File: src/core/tsgc_regs.vh
// register map, field positions, reset values and timing counts of the slider group control
`ifndef TSGC_REGS_VH
`define TSGC_REGS_VH
`define TSGC_ADDR_SPEED      8'h3e
`define TSGC_ADDR_RECAL      8'h3f
`define TSGC_ADDR_CFG2       8'h40
`define TSGC_ADDR_GRP_EN     8'h41
`define TSGC_RST_SPEED       8'hc5
`define TSGC_RST_RECAL       8'h00
`define TSGC_RST_CFG2        8'h00
`define TSGC_RST_GRP_EN      8'h7f
`define TSGC_CFG2_WMASK      8'hbf
`define TSGC_GRP_EN_WMASK    8'h7f
// speed configuration fields
`define TSGC_SPD_ACC_EN      7
`define TSGC_SPD_MAXI_HI     6
`define TSGC_SPD_MAXI_LO     4
`define TSGC_SPD_STIME_HI    3
`define TSGC_SPD_STIME_LO    2
`define TSGC_SPD_SCALE_HI    1
`define TSGC_SPD_SCALE_LO    0
// feature configuration two fields
`define TSGC_CFG_LINK_INV    7
`define TSGC_CFG_LED11_SEL   5
`define TSGC_CFG_POL_DECPL   4
`define TSGC_CFG_RF_ONLY     3
`define TSGC_CFG_RF_FDIS     2
`define TSGC_CFG_SEP_MODE    1
`define TSGC_CFG_REL_SUPP    0
// timing: one polling cycle lasts 35 ms
`define TSGC_POLL_MS         35
`define TSGC_SPEED_WIN_MS    100
`define TSGC_SPEED_WIN_CYC   3
`define TSGC_STIME0_MS       350
`define TSGC_STIME1_MS       560
`define TSGC_STIME2_MS       770
`define TSGC_STIME3_MS       980
`define TSGC_LED11_FIX_HZ    2000
`define TSGC_CLK_HZ          40000000
`endif

File: src/core/tsgc_speed_est.v
// slide speed estimator: counts new grouped touches in a window of polling cycles
`timescale 1ns/10ps
`include "tsgc_regs.vh"
module tsgc_speed_est
(
  // clock and reset
  input  wire       core_clk_i,
  input  wire       rst_i,
  // polling cycle strobe and touch vector
  input  wire       poll_tick_i,
  input  wire [6:0] new_touch_i,
  // speed count of the last full window
  output reg  [2:0] speed_cnt_o,
  output reg        win_done_o
);
  reg [2:0] acc_r;
  reg [1:0] cyc_r;
  reg [2:0] add_w;
  integer   k;

  // population count of new touches
  always @*
  begin
    add_w = 3'h0;
    for (k = 0; k < 7; k = k + 1)
      add_w = add_w + {2'h0, new_touch_i[k]};
  end

  // window of three polling cycles, about 100 ms; sum saturates at 7
  always @(posedge core_clk_i)
  begin
    if (rst_i)
    begin
      acc_r       <= 3'h0;
      cyc_r       <= 2'h0;
      speed_cnt_o <= 3'h0;
      win_done_o  <= 1'b0;
    end
    else
    begin
      win_done_o <= 1'b0;
      if (poll_tick_i)
      begin
        if (cyc_r == `TSGC_SPEED_WIN_CYC - 1)
        begin
          speed_cnt_o <= ({1'b0, acc_r} + {1'b0, add_w} > 4'h7) ? 3'h7 : acc_r + add_w;
          win_done_o  <= 1'b1;
          acc_r       <= 3'h0;
          cyc_r       <= 2'h0;
        end
        else
        begin
          acc_r <= ({1'b0, acc_r} + {1'b0, add_w} > 4'h7) ? 3'h7 : acc_r + add_w;
          cyc_r <= cyc_r + 2'h1;
        end
      end
    end
  end
endmodule // tsgc_speed_est

File: src/core/tsgc_recal_ctl.v
// forced recalibration request bits with self clear on completion
`timescale 1ns/10ps
`include "tsgc_regs.vh"
module tsgc_recal_ctl
(
  // clock and reset
  input  wire       core_clk_i,
  input  wire       rst_i,
  // register write side
  input  wire       wr_i,
  input  wire [7:0] wdata_i,
  // recalibration engine handshake
  input  wire [7:0] recal_done_i,
  output wire [7:0] recal_req_o,
  output reg  [7:0] recal_r
);
  // set by software wins over done pulse in the same cycle
  always @(posedge core_clk_i)
  begin
    if (rst_i)
      recal_r <= `TSGC_RST_RECAL;
    else
      recal_r <= (recal_r & ~recal_done_i) | (wr_i ? wdata_i : 8'h00);
  end

  // bit 7 asks for the whole group, bits 6..0 for sensors 7..1
  assign recal_req_o = recal_r;
endmodule // tsgc_recal_ctl

File: src/core/tsgc_top.v
// slider group control: registers, repeat scaling, extra slide interrupts, grouped mode steering
// Overview of operation
// - extra slide interrupts only when slide time within selected 350/560/770/980 ms limit
// - slide speed is count of grouped sensors touched in about 100 ms
// - repeat interval picked from speed count and two-bit scale setting
// - base rate 105 ms or less makes scale 11 use 140/105/70 ms
// - repeat interval counted in polling cycles between interrupts
// - recalibration request bits self clear once routine finishes
// - recal bit 7 is whole group, bits 6..0 sensors 7..1
// - link invert bit 0 sets min equal max, 1 inverts touch signal
// - led eleven base frequency fixed near 2000 Hz or from its register
// - mirror controls follow polarity writes unless decouple bit set
// - rf-only bit hides low-frequency noise from status, blocking stays
// - rf filter zeroes delta on rf noise unless disabled
// - grouped mode zero treats seven sensors as one slider with group threshold
// - separate mode gives per sensor interrupts and status, no slide
// - separate mode middle sensors use button queue and repeat; max duration all
// - end sensors use tap and hold, repeat while held, no release interrupt
// - sensor eight sets down, sensor fourteen sets up, plus tap and hold
// - release suppress bit drops release interrupts, keeps press and repeat
// - grouped sensor polled only while enabled, reset enables all seven
// - accelerated extra interrupts only when enabled, capped at max setting
`timescale 1ns/10ps
`include "tsgc_regs.vh"
module tsgc_top
(
  // clock and reset
  input  wire       core_clk_i,
  input  wire       rst_i,
  // register port from the serial interface
  input  wire       reg_wr_i,
  input  wire       reg_rd_i,
  input  wire [7:0] reg_addr_i,
  input  wire [7:0] reg_wdata_i,
  output reg  [7:0] reg_rdata_o,
  // measurement engine
  input  wire       poll_tick_i,
  input  wire [6:0] grp_touch_i,
  input  wire [6:0] grp_release_i,
  input  wire [6:0] grp_held_i,
  input  wire       slide_done_i,
  input  wire [5:0] slide_cycles_i,
  input  wire [2:0] slide_base_rate_i,
  input  wire [7:0] recal_done_i,
  output wire [7:0] recal_req_o,
  output wire [6:0] grp_sample_en_o,
  // noise handling
  input  wire [13:0] rf_noise_i,
  input  wire [13:0] lf_noise_i,
  output reg  [13:0] noise_flag_o,
  output reg  [13:0] delta_zero_o,
  // led side controls
  input  wire       polarity_wr_i,
  input  wire [10:0] polarity_val_i,
  output reg  [10:0] mirror_o,
  output wire       link_invert_o,
  output wire       link_min_eq_max_o,
  output wire       led_eleven_freq_select_freq_o,
  // slider and button events
  output reg        slider_int_o,
  output reg  [6:0] btn_status2_o,
  output reg        up_status_o,
  output reg        down_status_o,
  output reg        tap_status_o,
  output reg        hold_status_o,
  output wire       slider_mode_o,
  output wire [6:0] queue_repeat_sel_o
);
  localparam ST_IDLE  = 2'h0;
  localparam ST_EXTRA = 2'h1;
  localparam ST_RPT   = 2'h2;

  reg  [7:0] speed_cfg_r;
  reg  [7:0] cfg2_r;
  reg  [7:0] grp_en_r;
  reg  [1:0] state_r;
  reg  [2:0] extra_left_r;
  reg  [2:0] rpt_cnt_r;
  reg  [6:0] end_rpt_r;
  reg  [2:0] rpt_sel_r;
  wire [7:0] recal_r;
  wire [2:0] speed_cnt;
  wire       win_done;
  wire       sep_mode;
  wire [6:0] grp_touch_en;
  wire [6:0] grp_rel_en;
  wire [6:0] grp_held_en;
  wire       wr_recal;
  wire [5:0] stime_cyc;
  wire [2:0] extra_n;
  wire [2:0] max_int;
  wire [6:0] rpt_held;

  // slide time limit in polling cycles, rounded down
  function [5:0] stime_cycles;
    input [1:0] code;
    integer     lim;
    begin
      case (code)
        2'h0:    lim = `TSGC_STIME0_MS / `TSGC_POLL_MS;
        2'h1:    lim = `TSGC_STIME1_MS / `TSGC_POLL_MS;
        2'h2:    lim = `TSGC_STIME2_MS / `TSGC_POLL_MS;
        default: lim = `TSGC_STIME3_MS / `TSGC_POLL_MS;
      endcase
      // longest limit is 28 cycles, six bits hold it
      stime_cycles = lim[5:0];
    end
  endfunction

  // repeat interval in polling cycles from speed count and scale
  function [2:0] repeat_cycles;
    input [2:0] cnt;
    input [1:0] scale;
    input [2:0] base;
    reg   [2:0] steps;
    begin
      steps = 3'h1;
      if (cnt >= 3'h5)
        steps = 3'h1;
      else if (cnt == 3'h4)
        steps = (scale == 2'h3) ? 3'h2 : 3'h1;
      else if (cnt == 3'h3)
        steps = (scale == 2'h3) ? 3'h3 : ((scale == 2'h2) ? 3'h2 : 3'h1);
      else if (cnt == 3'h2)
        steps = {1'b0, scale} + 3'h1;
      else
        steps = base;
      // short base rate keeps the fixed 140/105/70 ms for scale 11
      if (base <= 3'h3 && scale == 2'h3 && cnt >= 3'h2 && cnt <= 3'h4)
        steps = 3'h6 - cnt;
      repeat_cycles = (steps == 3'h0) ? 3'h1 : steps;
    end
  endfunction

  assign sep_mode     = cfg2_r[`TSGC_CFG_SEP_MODE];
  assign wr_recal     = reg_wr_i && reg_addr_i == `TSGC_ADDR_RECAL;
  assign grp_touch_en = grp_touch_i & grp_en_r[6:0];
  assign grp_rel_en   = grp_release_i & grp_en_r[6:0];
  assign grp_held_en  = grp_held_i & grp_en_r[6:0];
  // separate mode: only the two end sensors repeat here, middle ones use button repeat
  assign rpt_held     = sep_mode ? end_rpt_r : grp_held_en;
  assign stime_cyc    = stime_cycles(speed_cfg_r[`TSGC_SPD_STIME_HI:`TSGC_SPD_STIME_LO]);
  assign max_int      = speed_cfg_r[`TSGC_SPD_MAXI_HI:`TSGC_SPD_MAXI_LO];
  // extra count by fraction of limit: full, half, quarter of the cap
  assign extra_n = ({slide_cycles_i, 1'b0} < stime_cyc) ? max_int :
                   ({slide_cycles_i, 2'h0} < {stime_cyc, 1'b0} + {1'b0, stime_cyc}) ? (max_int >> 1) :
                   (max_int >> 2);

  tsgc_speed_est u_speed
  (
    .core_clk_i  (core_clk_i),
    .rst_i       (rst_i),
    .poll_tick_i (poll_tick_i),
    .new_touch_i (sep_mode ? 7'h00 : grp_touch_en),
    .speed_cnt_o (speed_cnt),
    .win_done_o  (win_done)
  );

  tsgc_recal_ctl u_recal
  (
    .core_clk_i   (core_clk_i),
    .rst_i        (rst_i),
    .wr_i         (wr_recal),
    .wdata_i      (reg_wdata_i),
    .recal_done_i (recal_done_i),
    .recal_req_o  (recal_req_o),
    .recal_r      (recal_r)
  );

  // register writes; updates to the enable register take effect at once
  always @(posedge core_clk_i)
  begin
    if (rst_i)
    begin
      speed_cfg_r <= `TSGC_RST_SPEED;
      cfg2_r      <= `TSGC_RST_CFG2;
      grp_en_r    <= `TSGC_RST_GRP_EN;
    end
    else if (reg_wr_i)
    begin
      case (reg_addr_i)
        `TSGC_ADDR_SPEED:  speed_cfg_r <= reg_wdata_i;
        `TSGC_ADDR_CFG2:   cfg2_r      <= reg_wdata_i & `TSGC_CFG2_WMASK;
        `TSGC_ADDR_GRP_EN: grp_en_r    <= reg_wdata_i & `TSGC_GRP_EN_WMASK;
        default:           ;
      endcase
    end
  end

  // read mux; unmapped offsets read zero
  always @(posedge core_clk_i)
  begin
    if (rst_i)
      reg_rdata_o <= 8'h00;
    else if (reg_rd_i)
    begin
      case (reg_addr_i)
        `TSGC_ADDR_SPEED:  reg_rdata_o <= speed_cfg_r;
        `TSGC_ADDR_RECAL:  reg_rdata_o <= recal_r;
        `TSGC_ADDR_CFG2:   reg_rdata_o <= cfg2_r;
        `TSGC_ADDR_GRP_EN: reg_rdata_o <= grp_en_r;
        default:           reg_rdata_o <= 8'h00;
      endcase
    end
  end

  // only enabled grouped sensors are polled; slider relies on all seven
  assign grp_sample_en_o    = grp_en_r[6:0];
  assign slider_mode_o      = ~sep_mode;
  assign queue_repeat_sel_o = sep_mode ? 7'h3e : 7'h00;
  assign link_invert_o      = cfg2_r[`TSGC_CFG_LINK_INV];
  assign link_min_eq_max_o  = ~cfg2_r[`TSGC_CFG_LINK_INV];
  assign led_eleven_freq_select_freq_o   = cfg2_r[`TSGC_CFG_LED11_SEL];

  // noise status and rf blocking per channel
  always @(posedge core_clk_i)
  begin
    if (rst_i)
    begin
      noise_flag_o <= 14'h0000;
      delta_zero_o <= 14'h0000;
    end
    else
    begin
      noise_flag_o <= cfg2_r[`TSGC_CFG_RF_ONLY] ? rf_noise_i : (rf_noise_i | lf_noise_i);
      delta_zero_o <= cfg2_r[`TSGC_CFG_RF_FDIS] ? 14'h0000 : rf_noise_i;
    end
  end

  // mirror follows polarity writes unless decoupled
  always @(posedge core_clk_i)
  begin
    if (rst_i)
      mirror_o <= 11'h000;
    else if (polarity_wr_i && !cfg2_r[`TSGC_CFG_POL_DECPL])
      mirror_o <= polarity_val_i;
  end

  // separate mode buttons: per sensor status, end sensors tap/hold with repeat
  always @(posedge core_clk_i)
  begin
    if (rst_i)
    begin
      btn_status2_o <= 7'h00;
      up_status_o   <= 1'b0;
      down_status_o <= 1'b0;
      tap_status_o  <= 1'b0;
      hold_status_o <= 1'b0;
      end_rpt_r     <= 7'h00;
    end
    else
    begin
      btn_status2_o <= sep_mode ? (btn_status2_o | grp_touch_en) & ~grp_rel_en | grp_touch_en : 7'h00;
      down_status_o <= sep_mode && (grp_touch_en[0] || grp_held_en[0]);
      up_status_o   <= sep_mode && (grp_touch_en[6] || grp_held_en[6]);
      tap_status_o  <= sep_mode && (grp_touch_en[0] || grp_touch_en[6]);
      hold_status_o <= sep_mode && (grp_held_en[0] || grp_held_en[6]);
      end_rpt_r     <= sep_mode ? (grp_held_en & 7'h41) : 7'h00;
    end
  end

  // slider interrupt engine: repeat counted in polling cycles, extra burst after fast slide
  always @(posedge core_clk_i)
  begin
    if (rst_i)
    begin
      state_r      <= ST_IDLE;
      extra_left_r <= 3'h0;
      rpt_cnt_r    <= 3'h0;
      rpt_sel_r    <= 3'h1;
      slider_int_o <= 1'b0;
    end
    else
    begin
      slider_int_o <= 1'b0;
      if (win_done)
        rpt_sel_r <= repeat_cycles(speed_cnt, speed_cfg_r[1:0], slide_base_rate_i);
      // press and end sensor hold repeats; release only when not suppressed
      if (|grp_touch_en)
        slider_int_o <= 1'b1;
      else if (|grp_rel_en && !cfg2_r[`TSGC_CFG_REL_SUPP] && (!sep_mode || |(grp_rel_en & 7'h3e)))
        slider_int_o <= 1'b1;
      case (state_r)
        ST_IDLE:
        begin
          if (!sep_mode && slide_done_i && speed_cfg_r[`TSGC_SPD_ACC_EN]
              && slide_cycles_i <= stime_cyc && extra_n != 3'h0)
          begin
            extra_left_r <= extra_n;
            state_r      <= ST_EXTRA;
          end
          else if (|rpt_held && poll_tick_i)
          begin
            rpt_cnt_r <= 3'h1;
            state_r   <= ST_RPT;
          end
        end
        ST_EXTRA:
        begin
          if (poll_tick_i)
          begin
            slider_int_o <= 1'b1;
            extra_left_r <= extra_left_r - 3'h1;
            if (extra_left_r == 3'h1)
              state_r <= ST_IDLE;
          end
        end
        ST_RPT:
        begin
          if (!(|rpt_held))
            state_r <= ST_IDLE;
          else if (poll_tick_i)
          begin
            if (rpt_cnt_r >= (sep_mode ? slide_base_rate_i : rpt_sel_r))
            begin
              slider_int_o <= 1'b1;
              rpt_cnt_r    <= 3'h1;
            end
            else
              rpt_cnt_r <= rpt_cnt_r + 3'h1;
          end
        end
        default: state_r <= ST_IDLE;
      endcase
    end
  end
endmodule // tsgc_top

File: config.mk
export PLATFORM = sky130hd
export DESIGN_NAME = tsgc_top
export DESIGN_NICKNAME = d
export VERILOG_FILES = /design/src/core/tsgc_speed_est.v /design/src/core/tsgc_recal_ctl.v /design/src/core/tsgc_top.v
export VERILOG_INCLUDE_DIRS = /design/src /design/src/core
export SDC_FILE = /design/constraint.sdc
export NUM_CORES = 1
export LEC_CHECK = 0
export ABC_CLOCK_PERIOD_IN_PS = 4450
export CAP_MARGIN = 10
export CORE_MARGIN = 3
export CORE_UTILIZATION = 28
export DETAILED_ROUTE_END_ITERATION = 10
export DONT_BUFFER_PORTS = 1
export PLACE_DENSITY_LB_ADDON = 0.05
export REMOVE_ABC_BUFFERS = 1
export SYNTH_ARGS = -nofsm -noshare
export SYNTH_HDL_FRONTEND = slang
export SYNTH_SLANG_ARGS = --single-unit
export TNS_END_PERCENT = 1
File: constraint.sdc
create_clock -name core_clk_i -period 4.45 [get_ports core_clk_i]
set_input_delay 0.2225 -clock core_clk_i [delete_from_list [all_inputs] [get_ports core_clk_i]]
set_output_delay 0.2225 -clock core_clk_i [all_outputs]
set_load 0.02 [all_outputs]
==> impl_results.md <==
- Final Max Tran Viols: 0
- CP endpoint: u_speed.acc_r[2]
- Placed cell area: 0.005638 sq mm
- Ys flop type: dfxtp_1
- Cell Count, Final, Fillers Out: 933
- Reg2reg setup slack: 0.60 ns
- CP startpoint: cfg2_r[1]
- Routed len/inst: 18.60 um
- Synth Instances: 632
- Cell variety after synth: 63
- Setup bufs post-CTS: 0
- Synthesis-to-layout area growth: 19.14%
- Die span in x: 145.0 um
- Via count: 4584
- Initial antenna violation count: 1
- RSZ-0062 raised after global routing: false
- Pin count of the biggest net entering global routing: 84
- Period utilization: 86.46%
- CTS Sinks: 111
- Grt total ovfl: 0
- Initial Util: 28.74%
- Yosys top cell by area: dfxtp_1
- Power Density: 348.4 mW/mm^2
- Num CTS Buffers: 9
- I/O pin cnt: 185
- Post-synth EDFFs: 0
- Clk_lat worst skew: 0.36 ns
- Sequential share of the synthesized area: 41.06%
- Vias/cell: 4.913
- Max cap viols: 0
- Clock Skew: 0.01029 ns
- Crit Path Class: reg2reg
- DRC: 0
- Root Buffer: clkbuf_16
- Post-Syn Area: 0.005411 sq mm
- Port bufs: 0
- H-tree depth: 3
- Critical Path End Type: register
- DRT Pass-1 Iters: 5
- Final GP Congestion: 0.8215
- Synth top area cells: dfxtp_1 (41%), ha_1 (9.5%), a21oi_1 (7.2%), nand2_1 (5.1%), nor2_1 (4.6%)
- Final setup violating endpoints: 0
- CP max FO: 9
- Worst R2R Start: cfg2_r[1]
- Mean Syn Cell Area: 8.562 sq um
- Die ar.: 0.02103 sq mm
- Worst path required time: 4.68 ns
- HP Class: in2reg
- CTS tree: done
- VDD IR-drop max: 0.1806 mV
- Seq cells post-synth: 111
- HPWL Detailed: 12410 um
- Total track usage: 16.14%
- Max Root-Sink Buffers: 2
- Fill cells: 1958
- CTS resizes: 0
- Number of global-route vias before repair: 4552
- Layout Utilization: 34.24%
- Commonest cells post-synth: dfxtp_1 (111), a21oi_1 (78), nand2_1 (73), nor2_1 (66), ha_1 (41)
- Register-to-Register Path Depth: 14
- YS warnings: 0
- FMAX: 0.2599 GHz
- Placed Instances: 868
- Worst slew pin tran: 0.8331 ns
- Reg clk slew, reported paths: 0.09 ns
- Cts hold-fix bufs: 48
- Critical Path Source Type: register
- Share of flip-flops with an asynchronous set or reset: 0%
- First-pass GRT wire length: 26770 um
- Chip Height: 145.0 um
- 1st-iter DRT viols: 259
- Max_slew headroom: 44.26%
- Crit path DAT: 4.08 ns
- Status: finished, final reports clean
- Lkg Pwr: 2.651 nW
- Count leader, synth: dfxtp_1
- Critical R2R Capture: u_speed.acc_r[2]
- Cell Rows: 50
- Area share of the largest cell type after synthesis: 41.06%
- Fin. Hold Viols: 0
- Fraction of layout cells with a size suffix above 1: 6.101%
- Final antenna-violating net count: 0
- Worst setup margin: 0.6025 ns
- Core Area: 0.01883 sq mm
- Post-Route WL: 17350 um
- Final #Nets: 812
- Design area: 0.006447 sq mm
- Min cycle time layout: 3.848 ns
- Post-Place Setup Slack: 0.6367 ns
- Total chip power: 2.246 mW
==> metal layers <==
| metal | vias up | wire length [um] | part of all wire, % | track usage [%] |
|---|---|---|---|---|
| met5 | - | 0 | 0 | 0 |
| met4 | 0 | 218 | 1.3 | 4.371 |
| met3 | 14 | 1313 | 7.6 | 5.465 |
| met2 | 148 | 8183 | 47 | 26.34 |
| met1 | 2158 | 7635 | 44 | 20.46 |
| li1 | 2264 | - | - | - |
==> cells in the final DEF, fill, tap and decap left out, types with 11 or more instances in the layout <==
cell type,n
ha_1,41
inv_1,29
nand3_1,21
nand2_1,73
dlygate4sd3_1,47
dfxtp_1,110
and2_1,15
and3_1,15
a211o_1,11
nor2_1,66
a21oi_1,78
a22oi_1,16
nor2b_1,20
==> cells by family after synthesis <==
group	Yosys count	share of synthesized area (%)
XOR/XNOR	4	0.6473
buffers and inverters	63	5.179
multiplexers	10	1.896
adder cells (fa/ha/maj)	45	10.96
flip-flops	111	41.06
AO/OA/AOI/OAI	153	18.10
AND/OR/NAND/NOR	245	22.08
other	1	0.06930
==> metrics by stage <==
step | TNS, ns | hold WS, ns
final | 0 | 0.01098
after global routing | 0 | 0.008653
after CTS | 0 | 0.001435
after detailed placement | 0 | 0.3047
after global placement | 0 | 0.3040
after floorplan | -0.07075 | 0.2871
==> area by class of cell <==
| type | count | area, sq um | share of cell area [%] |
|---|---|---|---|
| diodes | 1 | 2.502 | 0.03881 |
| clock buffers | 9 | 225.2 | 3.493 |
| clock inverters | 7 | 83.83 | 1.300 |
| inverters | 29 | 108.9 | 1.688 |
| multi-input cells | 459 | 2913 | 45.18 |
| flip-flops and latches | 111 | 2223 | 34.48 |
| well taps | 260 | 325.3 | 5.046 |
| repair buffers | 57 | 565.5 | 8.772 |
==> flip-flops by register name (all words and copies together), names as in the netlist, 7 cells and up <==
| signal | count |
|---|---|
| btn_status2_o | 7 |
| grp_en_r | 7 |
| reg_rdata_o | 8 |
| delta_zero_o | 14 |
| cfg2_r | 7 |
| mirror_o | 11 |
| u_recal.recal_r | 8 |
| speed_cfg_r | 8 |
| noise_flag_o | 14 |
==> worst max-delay path, stage by stage (launching register included) <==
cell and delay, ns:
dfxtp_2 0.39, inv_1 0.35, nand3_1 0.17, fa_1 0.53, fa_1 0.52, inv_1 0.04, ha_1 0.19, fa_1 0.48
ha_1 0.29, a21o_1 0.17, a21o_1 0.20, nor2_1 0.15, nor2_1 0.07, a21oi_1 0.12, nor2_1 0.05
==> power by group <==
part / switching, mW / leakage (nW) / total [mW] / internal, mW
Combinational: 0.166 / 1.59 / 0.309 / 0.143
Clock: 0.440 / 0.151 / 0.845 / 0.405
Sequential: 0.0564 / 0.908 / 1.09 / 1.04
==> worst min-delay path by stage <==
stage | start | to | slack (ns) | cells after the start
finish | reg_wr_i | cfg2_r[2] | 0.01 | 2
detailed placement | rst_i | mirror_o[0] | 0.30 | 1
CTS | lf_noise_i[6] | noise_flag_o[6] | 0.001 | 2
global placement | rst_i | mirror_o[10] | 0.30 | 1
global route | reg_wr_i | speed_cfg_r[4] | 0.009 | 2
floorplan | rst_i | rpt_cnt_r[0] | 0.29 | 1
Note: power is estimated with default switching activity, not from simulation.
